==> config.mk <==
export PLATFORM = sky130hd
export DESIGN_NAME = fpl_front_panel
export DESIGN_NICKNAME = d
export VERILOG_FILES = /design/src/rtl/fpl_pkg.sv /design/src/rtl/fpl_front_panel.sv
export SDC_FILE = /design/constraint.sdc
export NUM_CORES = 1
export LEC_CHECK = 0
export BUFFER_PORTS_ARGS = -buffer_cell sky130_fd_sc_hd__buf_2
export CORE_AREA = 10 10 75 77
export DETAILED_ROUTE_END_ITERATION = 8
export DIE_AREA = 0 0 85 87
export GPL_ROUTABILITY_DRIVEN = 0
export MAX_ROUTING_LAYER = met4
export PLACE_DENSITY = 0.82
export SKIP_LAST_GASP = 1
export SYNTH_ARGS = -nofsm -noshare
export SYNTH_HDL_FRONTEND = slang
export SYNTH_SLANG_ARGS = --single-unit
==> constraint.sdc <==
create_clock -name core_clk -period 3.48 [get_ports core_clk]
set_clock_uncertainty 0.2 [all_clocks]
set_input_delay 0.696 -clock core_clk [delete_from_list [all_inputs] [get_ports core_clk]]
set_output_delay 0.696 -clock core_clk [all_outputs]
set_load 0.05 [all_outputs]
==> src/rtl/fpl_pkg.sv <==
// package of constants and types for the front panel indicator controller
`default_nettype none
package fpl_pkg;
  // clock rate and derived blink timing
  localparam int unsigned CLK_HZ = 50_000_000;
  localparam int unsigned BLINK_PERIOD_MS = 1000;
  localparam int unsigned HALF_BLINK_CYC = (CLK_HZ / 1000) * BLINK_PERIOD_MS / 2;
  localparam int unsigned ID_TIMED_S = 15;
  localparam int unsigned ID_TIMED_HALVES = ID_TIMED_S * 2;
  localparam logic [25:0] BLINK_CNT_RST = 26'h0000000;
  localparam logic [5:0] ID_CNT_RST = 6'h00;
  // power state encoding of the platform state input
  typedef enum logic [2:0] {
    FPL_PWR_OFF_LEGACY = 3'h0,
    FPL_PWR_ON_LEGACY  = 3'h1,
    FPL_PWR_S5         = 3'h2,
    FPL_PWR_S4         = 3'h3,
    FPL_PWR_SLEEP      = 3'h4,
    FPL_PWR_S0         = 3'h5
  } fpl_pwr_type;
  // identify command values
  typedef enum logic [1:0] {
    FPL_ID_CMD_OFF     = 2'h0,
    FPL_ID_CMD_TIMED   = 2'h1,
    FPL_ID_CMD_FOREVER = 2'h2
  } fpl_idcmd_type;
  // identify mode, one-hot
  typedef enum logic [3:0] {
    FPL_IDM_OFF     = 4'h1,
    FPL_IDM_STEADY  = 4'h2,
    FPL_IDM_TIMED   = 4'h4,
    FPL_IDM_FOREVER = 4'h8
  } fpl_idm_type;
endpackage : fpl_pkg
`default_nettype wire

==> src/rtl/fpl_front_panel.sv <==
// front panel indicator controller: power, status, identify and disk leds
//
// Function
// legacy power off: power led dark
// legacy power on before firmware init: power led steady on
// soft-off and hibernate: power led dark
// sleep states S3 to S1: power led blinks slowly
// working state S0: power led steady on
// every blink about 1 Hz, half on, half off
// during controller start-up status led alternates amber and green
// panel buttons ignored until controller start-up complete
// start-up done ends alternating blink, power button works again
// booted, ready, no fault: status led solid green
// degraded condition: status led blinks green
// non-critical alarm: status led blinks amber
// fatal condition: status led solid amber
// any amber indication forces green element off
// each identify button press toggles blue led steady on/off
// identify command: blink 15 s then off, or blink until off command
// disk led driven by onboard controllers plus add-in activity input
// most severe fault shown: fatal, non-critical, degraded, normal
// onboard and add-in disk activity combined by logical or
`default_nettype none
module fpl_front_panel #(
  // half blink period in cycles; the 26-bit divider limits it to 2**26
  parameter int unsigned BLINK_HALF_CYC = fpl_pkg::HALF_BLINK_CYC
) (
  input wire logic core_clk,
  input wire logic rst,
  input wire logic [2:0] power_state,
  input wire logic standby_supply_present,
  input wire logic board_management_controller_init_done,
  input wire logic system_ready,
  input wire logic fault_degraded,
  input wire logic fault_noncritical,
  input wire logic fault_fatal,
  input wire logic power_button_n,
  input wire logic identify_button_n,
  input wire logic id_cmd_valid,
  input wire logic [1:0] id_cmd_value,
  input wire logic disk_act_onboard,
  input wire logic disk_act_addin,
  output logic power_led,
  output logic status_green_led,
  output logic status_amber_led,
  output logic identify_led,
  output logic disk_act_led,
  output logic power_button_req,
  output logic buttons_enabled
);

  // ******************************************************
  // state
  // ******************************************************
  typedef struct packed {
    logic [1:0] pwr_btn_sync;
    logic [1:0] id_btn_sync;
    logic [1:0] init_sync;
    logic [1:0] stby_sync;
    logic [1:0] disk_sync;
    logic pwr_btn_prev;
    logic id_btn_prev;
    logic [25:0] blink_cnt;
    logic blink_phase;
    logic [5:0] id_cnt;
    fpl_pkg::fpl_idm_type id_mode;
    logic power_led;
    logic green;
    logic amber;
    logic id_led;
    logic disk_led;
    logic pwr_req;
  } fpl_state_type;

  fpl_state_type st_r;
  fpl_state_type st_nxt;

  // ******************************************************
  // helpers
  // ******************************************************
  // true when a button has just gone from released to pressed
  function automatic logic press_edge(input logic now_n, input logic prev_n);
    press_edge = prev_n & ~now_n;
  endfunction : press_edge

  logic half_tick;
  logic init_done_s;
  logic stby_s;
  logic pwr_press;
  logic id_press;

  always_comb begin
    // terminal count of the shared divider
    half_tick = (st_r.blink_cnt == 26'(BLINK_HALF_CYC - 1));
    init_done_s = st_r.init_sync[1];
    stby_s = st_r.stby_sync[1];
    pwr_press = press_edge(st_r.pwr_btn_sync[1], st_r.pwr_btn_prev) & init_done_s;
    id_press = press_edge(st_r.id_btn_sync[1], st_r.id_btn_prev) & init_done_s;
  end

  // ******************************************************
  // next state
  // ******************************************************
  // one combinational pass fills every field; led outputs are registered
  always_comb begin
    st_nxt = st_r;
    // two-flop synchronisers for pins from outside this clock domain
    st_nxt.pwr_btn_sync = {st_r.pwr_btn_sync[0], power_button_n};
    st_nxt.id_btn_sync = {st_r.id_btn_sync[0], identify_button_n};
    st_nxt.init_sync = {st_r.init_sync[0], board_management_controller_init_done};
    st_nxt.stby_sync = {st_r.stby_sync[0], standby_supply_present};
    st_nxt.disk_sync = {st_r.disk_sync[0], disk_act_onboard | disk_act_addin};
    st_nxt.pwr_btn_prev = st_r.pwr_btn_sync[1];
    st_nxt.id_btn_prev = st_r.id_btn_sync[1];

    // shared half-period divider, so all blinks run in step at ~1 Hz
    if (half_tick) begin
      st_nxt.blink_cnt = fpl_pkg::BLINK_CNT_RST;
      st_nxt.blink_phase = ~st_r.blink_phase;
    end else begin
      st_nxt.blink_cnt = st_r.blink_cnt + 26'h0000001;
    end

    // power led from the platform power state
    case (power_state)
      3'(fpl_pkg::FPL_PWR_OFF_LEGACY): st_nxt.power_led = 1'b0;
      3'(fpl_pkg::FPL_PWR_ON_LEGACY): st_nxt.power_led = 1'b1;
      3'(fpl_pkg::FPL_PWR_S5): st_nxt.power_led = 1'b0;
      3'(fpl_pkg::FPL_PWR_S4): st_nxt.power_led = 1'b0;
      3'(fpl_pkg::FPL_PWR_SLEEP): st_nxt.power_led = st_r.blink_phase;
      3'(fpl_pkg::FPL_PWR_S0): st_nxt.power_led = 1'b1;
      default: st_nxt.power_led = 1'b0;
    endcase

    // status led: start-up blink first, then severity ranking, amber wins
    if (!stby_s) begin
      st_nxt.green = 1'b0;
      st_nxt.amber = 1'b0;
    end else if (!init_done_s) begin
      st_nxt.green = st_r.blink_phase;
      st_nxt.amber = ~st_r.blink_phase;
    end else if (fault_fatal) begin
      st_nxt.green = 1'b0;
      st_nxt.amber = 1'b1;
    end else if (fault_noncritical) begin
      st_nxt.green = 1'b0;
      st_nxt.amber = st_r.blink_phase;
    end else if (fault_degraded) begin
      st_nxt.green = st_r.blink_phase;
      st_nxt.amber = 1'b0;
    end else begin
      st_nxt.green = system_ready;
      st_nxt.amber = 1'b0;
    end

    // identify mode; a command overrides a simultaneous button press
    if (id_cmd_valid) begin
      st_nxt.id_cnt = fpl_pkg::ID_CNT_RST;
      case (id_cmd_value)
        fpl_pkg::FPL_ID_CMD_TIMED: st_nxt.id_mode = fpl_pkg::FPL_IDM_TIMED;
        fpl_pkg::FPL_ID_CMD_FOREVER: st_nxt.id_mode = fpl_pkg::FPL_IDM_FOREVER;
        default: st_nxt.id_mode = fpl_pkg::FPL_IDM_OFF;
      endcase
    end else if (id_press) begin
      st_nxt.id_mode = (st_r.id_mode == fpl_pkg::FPL_IDM_STEADY) ? fpl_pkg::FPL_IDM_OFF
                                                                : fpl_pkg::FPL_IDM_STEADY;
    end else if (st_r.id_mode == fpl_pkg::FPL_IDM_TIMED && half_tick) begin
      if (st_r.id_cnt == 6'(fpl_pkg::ID_TIMED_HALVES - 1)) begin
        st_nxt.id_mode = fpl_pkg::FPL_IDM_OFF;
      end else begin
        st_nxt.id_cnt = st_r.id_cnt + 6'h01;
      end
    end

    case (st_r.id_mode)
      fpl_pkg::FPL_IDM_OFF: st_nxt.id_led = 1'b0;
      fpl_pkg::FPL_IDM_STEADY: st_nxt.id_led = 1'b1;
      fpl_pkg::FPL_IDM_TIMED: st_nxt.id_led = st_r.blink_phase;
      fpl_pkg::FPL_IDM_FOREVER: st_nxt.id_led = st_r.blink_phase;
      default: st_nxt.id_led = 1'b0;
    endcase

    st_nxt.disk_led = st_r.disk_sync[1];
    st_nxt.pwr_req = pwr_press;
  end

  // ******************************************************
  // registers
  // ******************************************************
  // synchronous reset; buttons idle high so their syncs reset to released
  always_ff @(posedge core_clk) begin
    if (rst) begin
      st_r <= '0;
      st_r.pwr_btn_sync <= 2'h3;
      st_r.id_btn_sync <= 2'h3;
      st_r.pwr_btn_prev <= 1'b1;
      st_r.id_btn_prev <= 1'b1;
      st_r.id_mode <= fpl_pkg::FPL_IDM_OFF;
    end else begin
      st_r <= st_nxt;
    end
  end

  // ******************************************************
  // outputs
  // ******************************************************
  // all data outputs are straight from flip-flops
  always_comb begin
    power_led = st_r.power_led;
    status_green_led = st_r.green;
    status_amber_led = st_r.amber;
    identify_led = st_r.id_led;
    disk_act_led = st_r.disk_led;
    power_button_req = st_r.pwr_req;
    buttons_enabled = init_done_s;
  end
endmodule : fpl_front_panel
`default_nettype wire

==> results.json, run 1 <==
{
  "hold_start": "st_nxt[54]$_SDFF_PP1_",
  "vdd_ir_drop_max_mv": 0.315,
  "grt_pass1_vias": 1738,
  "critPathSlowestCell": "sky130_fd_sc_hd__or2_1",
  "hpwlAfterDp_mm": 3.32,
  "synth_seq_area_share_pct": 45.6,
  "routed_wl_mm": 4.47,
  "drt-vias-per-instance": 5.36,
  "power-per-cell-area_nw_per_um2": 400,
  "syn_nets": 290,
  "cp-end-kind": "register",
  "power_switching_mw": 0.245,
  "cp_data_required_time_ps": 3440,
  "finalSetupViolCount": 0,
  "synth_warnings": 0,
  "syn-instance-count": 267,
  "power.combinational.fraction_pct": 5.0,
  "worst_setup_path_startpoint": "st_r[17]$_SDFF_PP0_",
  "cts.hold.buffers_added": 0,
  "grt_max_degree": 28,
  "detail-route-antenna-nets": 0,
  "ff_to_ff_path_depth": 6,
  "share_of_post_route_cells_with_drive_strength_above_1_pct": 17.0,
  "antennaDiodeCount": 0,
  "synth_top_flop_cell": "sky130_fd_sc_hd__dfxtp_1",
  "clock_tree.htree_level_count": 2,
  "routed-via-count": 1828,
  "worst_hold_path_type": "register to register",
  "timing.hold.worst_endpoint": "st_nxt[44]$_SDFF_PP1_",
  "drt_iter0_drc": 135,
  "critical_path.max_fanout": 24,
  "status": "finished clean",
  "cellInternalPower_mw": 0.809,
  "seq_power_share_pct": 61.8,
  "synth_top_area_share_pct": 45.6,
  "post_cts.repair.setup_buffers": 0,
  "max_slew_margin_pct": 48.0,
  "timing_max_transition_violations_final": 0,
  "synth.largest_area_cell": "sky130_fd_sc_hd__dfxtp_1",
  "io_buffer_count": 24,
  "post-route-drc-count": 0,
  "clock_tree.root_cell": "sky130_fd_sc_hd__clkbuf_8",
  "mappedNetlistArea_um2": 2410,
  "max_cap_viol_count": 0,
  "globalRouteOverflowTotal": 0,
  "p_leak_nw": 1.05,
  "async_reset_ff_share_pct": 0,
  "r2r-start": "st_r[17]$_SDFF_PP0_",
  "worst_skew_pair.late_latency_ps": 300,
  "fillers": 356,
  "fin_crit_sh_pct": 70.9,
  "crit_chain": "ha_1 -> and4_1 -> nand4_4 -> nor2_2 -> or2_1 -> nor2_1",
  "worstReg2RegEnd": "st_r[19]$_SDFF_PP0_",
  "unrepaired_setup_endpoints_after_global_routing": "no",
  "wire_length_of_the_first_global_routing_pass_mm": 7.49,
  "postSynthRegisterBits": 55,
  "r2r_slack_ps": 1010,
  "clock_power_share_pct": 33.2,
  "timing_hold_violations_final": 0,
  "critical_path.startpoint_type": "register",
  "swShare_pct": 23.3,
  "cts_tree": "done",
  "finalCriticalPeriod_ps": 2470,
  "synthesis.area_per_instance_um2": 9.04,
  "placeableCoreArea_um2": 4230,
  "critPathMaxStageDelay_ps": 650,
  "max-clock-path-buffers": 2,
  "area_delta_synth_final_pct": 9.07,
  "post-synth-top-count-cell": "sky130_fd_sc_hd__dfxtp_1",
  "setup.worst_path.class": "register to register",
  "synth_edf_count": 0,
  "initial_core_util_pct": 57.0,
  "synthTopCellsByCount": "55 x sky130_fd_sc_hd__dfxtp_1, 47 x sky130_fd_sc_hd__nor2_1, 20 x sky130_fd_sc_hd__nand2_1",
  "fin_tns_setup_ps": 0,
  "rows": 24,
  "cts_resized": 0,
  "antenna_found_initial": 0,
  "die_height_um": 87,
  "timing_worst_slew_pin_value_ps": 779,
  "globalRouteTotalUtil_pct": 12.0,
  "die_width_um": 85,
  "synth_cell_type_count": 47,
  "number_of_nets_in_the_final_layout": 311,
  "max_freq_ghz": 0.405,
  "clkTransAtPathRegs_ps": 100,
  "design.die.area_um2": 7400,
  "ios": 25,
  "synthTopCellsByArea": "sky130_fd_sc_hd__dfxtp_1 46%, sky130_fd_sc_hd__nor2_1 7.3%, sky130_fd_sc_hd__xor2_1 6.2%",
  "tritoncts.num_buffers": 5,
  "cts_num_sinks": 55,
  "total_power_consumption_of_the_routed_design_mw": 1.05,
  "cp_data_arrival_time_ps": 2420,
  "min_path_cells": 1,
  "wl_per_cell_um": 13.1,
  "first_pass_iters": 4
}
## sequential cells by signal, summed over array words and instances (netlist names)
register,cells
st_nxt,8
st_r,40
disk_act_led,1
identify_led,1
power_button_req,1
power_led,1
buttons_enabled,1
status_green_led,1
status_amber_led,1
## routing by layer
metal | global-route usage (%) | part of all wire, %
met1 | 12.8 | 42
met2 | 21.5 | 52
met3 | 3.09 | 4.7
met4 | 3.29 | 0.89
met5 | - | 0
## power by group through the flow
stage,combinational [mW],clock [mW],sequential [mW]
after detailed placement,0.0534,0,0.666
after floorplan,0.0337,0,0.670
final,0.0526,0.350,0.651
after global placement,0.0516,0,0.665
after CTS,0.0536,0.356,0.651
after global routing,0.0595,0.388,0.653
## worst max path at each step
| stage | to | depth (start not counted) |
|---|---|---|
| 2_1_floorplan | st_r[35]$_SDFF_PP0_ | 9 |
| 3_3_place_gp | st_r[31]$_SDFF_PP0_ | 6 |
| 3_5_place_dp | st_r[26]$_SDFF_PP0_ | 6 |
| 4_1_cts | st_r[26]$_SDFF_PP0_ | 6 |
| 5_1_grt | st_r[26]$_SDFF_PP0_ | 6 |
| 6_report | st_r[19]$_SDFF_PP0_ | 6 |
## layout by cell type, fill, tap and decap left out, drive strengths merged, types with 2 or more instances in the layout
master  netlist  layout
nor4          5       5
xnor2         9       9
nand3b        2       2
nand2        20      20
ha            5       5
or2           8       8
nor2         48      48
nand4        10      10
a21oi         8       8
clkinv        0       2
buf           4      24
dfxtp        55      55
nor3          8       8
xor2         17      17
nand3        16      16
inv          11      11
nor2b         7       7
and3          3       3
and4          4       4
clkbuf        6       5
## area by class of cell
type	count	area [µm²]	share of cell area, %
clock buffers	5	68.8	2.61
clock inverters	3	25.0	0.950
well taps	52	65.1	2.47
multi-input cells	191	1210	46.0
repair buffers	24	120	4.56
flip-flops and latches	55	1100	41.8
inverters	11	41.3	1.57
## cell families after synthesis
family                     synth area share [%]
xor gates and xnor gates                   9.43
buffers and inverters                      4.20
adders and majority gates                  2.59
and+or+nand+nor                            32.0
DFF                                        45.6
muxes                                     0.415
AOI/OAI and AO/OA                          5.75
## stage by stage
| step | utilization (%) | hold WS, ps | instance area (µm²) | instances | setup WS [ps] |
|---|---|---|---|---|---|
| after floorplan | - | 189 | 2410 | 267 | 1620 |
| after global placement | 60.0 | 191 | 2540 | 333 | 1140 |
| after detailed placement | 60.0 | 195 | 2540 | 333 | 1020 |
| after CTS | 62.2 | 220 | 2630 | 341 | 986 |
| after global routing | 62.2 | 237 | 2630 | 341 | 766 |
| final | 62.2 | 219 | 2630 | 341 | 1010 |
## critical path: cells and delay by family (launching register included)
kind	cells	cell delay (ps)
fa+ha+maj	1	220
flops	1	390
simple gates	5	1520
No activity file was read; power rests on OpenSTA's default activity.
==> run 2, diff against run 1 <==
Settings changed: ABC_AREA from default to 1, CORE_AREA 10 10 75 77 to 10 10 80 82, DIE_AREA 0 0 85 87 to 0 0 90 92, PLACE_DENSITY 0.82 to 0.8.
Clock period 3.48 ns to 2.5 ns, I/O delays scaled along.
==> results.json, run 2 <==
{
  "worstReg2RegEnd": "st_r[20]$_SDFF_PP0_",
  "first_pass_iters": 4,
  "tritoncts.num_buffers": 5,
  "initial_core_util_pct": 55.8,
  "design.die.area_um2": 8280,
  "timing.hold.worst_endpoint": "st_nxt[52]$_SDFF_PP1_",
  "die_width_um": 90,
  "critPathMaxStageDelay_ps": 400,
  "max_cap_viol_count": 0,
  "die_height_um": 92,
  "ff_to_ff_path_depth": 9,
  "placeableCoreArea_um2": 4910,
  "synth-compound-area-share_pct": 7.03,
  "worst_hold_path_type": "input pin to register",
  "r2r-start": "st_r[17]$_SDFF_PP0_",
  "layout.cells.most_common": "sky130_fd_sc_hd__nand2_1",
  "timing_worst_slew_pin_value_ps": 521,
  "post_synth_mux_area_share_pct": 0,
  "synth_cell_type_count": 31,
  "layout.cells.most_common_list": "80 x sky130_fd_sc_hd__nand2_1, 56 x sky130_fd_sc_hd__inv_1, 55 x sky130_fd_sc_hd__nor2_1, 55 x sky130_fd_sc_hd__dfxtp_1, 26 x sky130_fd_sc_hd__a21oi_1",
  "timing_max_transition_violations_final": 0,
  "fillers": 436,
  "synth.largest_area_cell": "sky130_fd_sc_hd__dfxtp_1",
  "finalCriticalPeriod_ps": 2140,
  "status": "finished clean",
  "grt_pass1_vias": 2197,
  "instances_no_fill": 483,
  "max_slew_margin_pct": 65.2,
  "synth_xor_xnor_area_share_pct": 2.56,
  "wire_length_of_the_first_global_routing_pass_mm": 9.62,
  "min_path_cells": 2,
  "io_buffer_count": 24,
  "max-clock-path-buffers": 2,
  "wl_per_cell_um": 11.7,
  "cp_data_required_time_ps": 2510,
  "finalSetupViolCount": 0,
  "clkTransAtPathRegs_ps": 110,
  "globalRouteOverflowTotal": 0,
  "async_reset_ff_share_pct": 0,
  "fin_tns_setup_ps": 0,
  "cts_tree": "done",
  "post-synth-top-count-cell": "sky130_fd_sc_hd__nand2_1",
  "synthTopCellsByArea": "sky130_fd_sc_hd__dfxtp_1 40%, sky130_fd_sc_hd__nand2_1 11%, sky130_fd_sc_hd__inv_1 7.7%",
  "cpLargestDelayFamily": "simple AND/OR/NAND/NOR gates",
  "hold_start": "identify_button_n",
  "hold-worst-slack_ps": 153,
  "ios": 25,
  "setup.worst_path.class": "register to register",
  "power-per-cell-area_nw_per_um2": 495,
  "clock_tree.htree_level_count": 2,
  "max_freq_ghz": 0.466,
  "rows": 26,
  "antenna_found_initial": 0,
  "dominant_combinational_cell_family_by_area_after_synthesis": "simple AND/OR/NAND/NOR gates",
  "syn_nets": 407,
  "drt-vias-per-instance": 5.08,
  "postSynthRegisterBits": 55,
  "critical_path.max_fanout": 14,
  "synth_top_area_share_pct": 40.2,
  "crit_path_frequent_cell": "sky130_fd_sc_hd__nand2_2",
  "fin_crit_sh_pct": 85.8,
  "cts_num_sinks": 55,
  "hpwlAfterDp_mm": 4.37,
  "drt_iter0_drc": 167,
  "regMostFlops": "st_r",
  "antennaDiodeCount": 0,
  "critical_path.n_buffers_inverters": 2,
  "post_cts.repair.setup_buffers": 0,
  "vdd_ir_drop_max_mv": 0.407,
  "synthesis.area_per_instance_um2": 7.14,
  "r2r_slack_ps": 360,
  "synth_seq_area_share_pct": 40.2,
  "timing_hold_violations_final": 0,
  "cp-end-kind": "register",
  "grt_max_degree": 20,
  "detail-route-antenna-nets": 0,
  "cts.hold.buffers_added": 0,
  "synth-adder-area-share_pct": 2.28,
  "crit_chain": "ha_1 -> nand2_2 -> nor2_4 -> inv_2 -> nor2_1 -> nand2_2 -> o21ai_4 -> buf_4 -> nor3b_1",
  "synth_edf_count": 0,
  "synthTopCellsByCount": "80 x sky130_fd_sc_hd__nand2_1, 56 x sky130_fd_sc_hd__inv_1, 55 x sky130_fd_sc_hd__dfxtp_1, 55 x sky130_fd_sc_hd__nor2_1, 26 x sky130_fd_sc_hd__a21oi_1",
  "globalRouteTotalUtil_pct": 13.8,
  "syn-instance-count": 384,
  "critPathSlowestCell": "sky130_fd_sc_hd__dfxtp_1",
  "synth_warnings": 0,
  "area_delta_synth_final_pct": 10.2,
  "worst_skew_pair.late_latency_ps": 320,
  "post-route-drc-count": 0,
  "routed_wl_mm": 5.66,
  "mappedNetlistArea_um2": 2740,
  "synth_simple_gate_area_share_pct": 38.9,
  "p_leak_nw": 1.18,
  "synth_top_flop_cell": "sky130_fd_sc_hd__dfxtp_1",
  "dpl.cell_count": 475,
  "cts_resized": 0,
  "critical_path.startpoint_type": "register",
  "share_of_post_route_cells_with_drive_strength_above_1_pct": 15.0,
  "clock_tree.root_cell": "sky130_fd_sc_hd__clkbuf_8",
  "largest_reg_flops": 40,
  "routed-via-count": 2455,
  "unrepaired_setup_endpoints_after_global_routing": "no",
  "cp_data_arrival_time_ps": 2160,
  "number_of_nets_in_the_final_layout": 435
}
-- run 2: how the worst max path moves through the flow --
stage | from | end | cells after the start
after floorplan | st_r[17]$_SDFF_PP0_ | st_r[30]$_SDFF_PP0_ | 9
after global placement | st_r[17]$_SDFF_PP0_ | st_r[20]$_SDFF_PP0_ | 9
after detailed placement | st_r[17]$_SDFF_PP0_ | st_r[20]$_SDFF_PP0_ | 9
after CTS | st_r[17]$_SDFF_PP0_ | st_r[20]$_SDFF_PP0_ | 9
after global routing | st_r[17]$_SDFF_PP0_ | st_r[40]$_SDFF_PP0_ | 9
final | st_r[17]$_SDFF_PP0_ | st_r[20]$_SDFF_PP0_ | 9
-- run 2: layout make-up --
cell class / instances / area [µm²] / area share (%)
inverter: 58 / 218 / 7.21
clock buffer: 5 / 68.8 / 2.28
tap: 70 / 87.6 / 2.90
timing repair buffer: 25 / 128 / 4.23
clock inverter: 3 / 25.0 / 0.829
sequential: 55 / 1100 / 36.5
multi-input combinational: 267 / 1390 / 46.1
-- run 2: stage by stage --
step,area [µm²],total power [mW],utilization (%),setup slack [ps]
final,3020,1.49,61.5,355
after global routing,3020,1.55,61.5,179
after CTS,3020,1.51,61.5,348
after detailed placement,2930,1.00,59.6,355
after global placement,2930,0.997,59.6,399
after floorplan,2740,0.975,-,728
-- run 2: cells by family (layout without fill, tap and decap cells) --
logic type / count (synthesis) / count (layout)
compound gates: 34 / 34
flops: 55 / 55
buf+inv: 62 / 91
simple gates: 220 / 220
xor+xnor: 8 / 8
fa+ha+maj: 5 / 5
-- run 2: report_power, final --
| group | internal, mW | switching [mW] | leakage [nW] |
|---|---|---|---|
| clock network | 0.205 | 0.309 | 0.0452 |
| logic | 0.0293 | 0.0489 | 0.686 |
| registers | 0.893 | 0.00942 | 0.447 |
| total | 1.13 | 0.367 | 1.18 |
-- run 2: metal layers --
metal	GRT usage, %	part of all wire [%]
met1	15.9	45
met2	23.1	48
met3	3.02	5.3
met4	5.31	1.9
met5	-	0
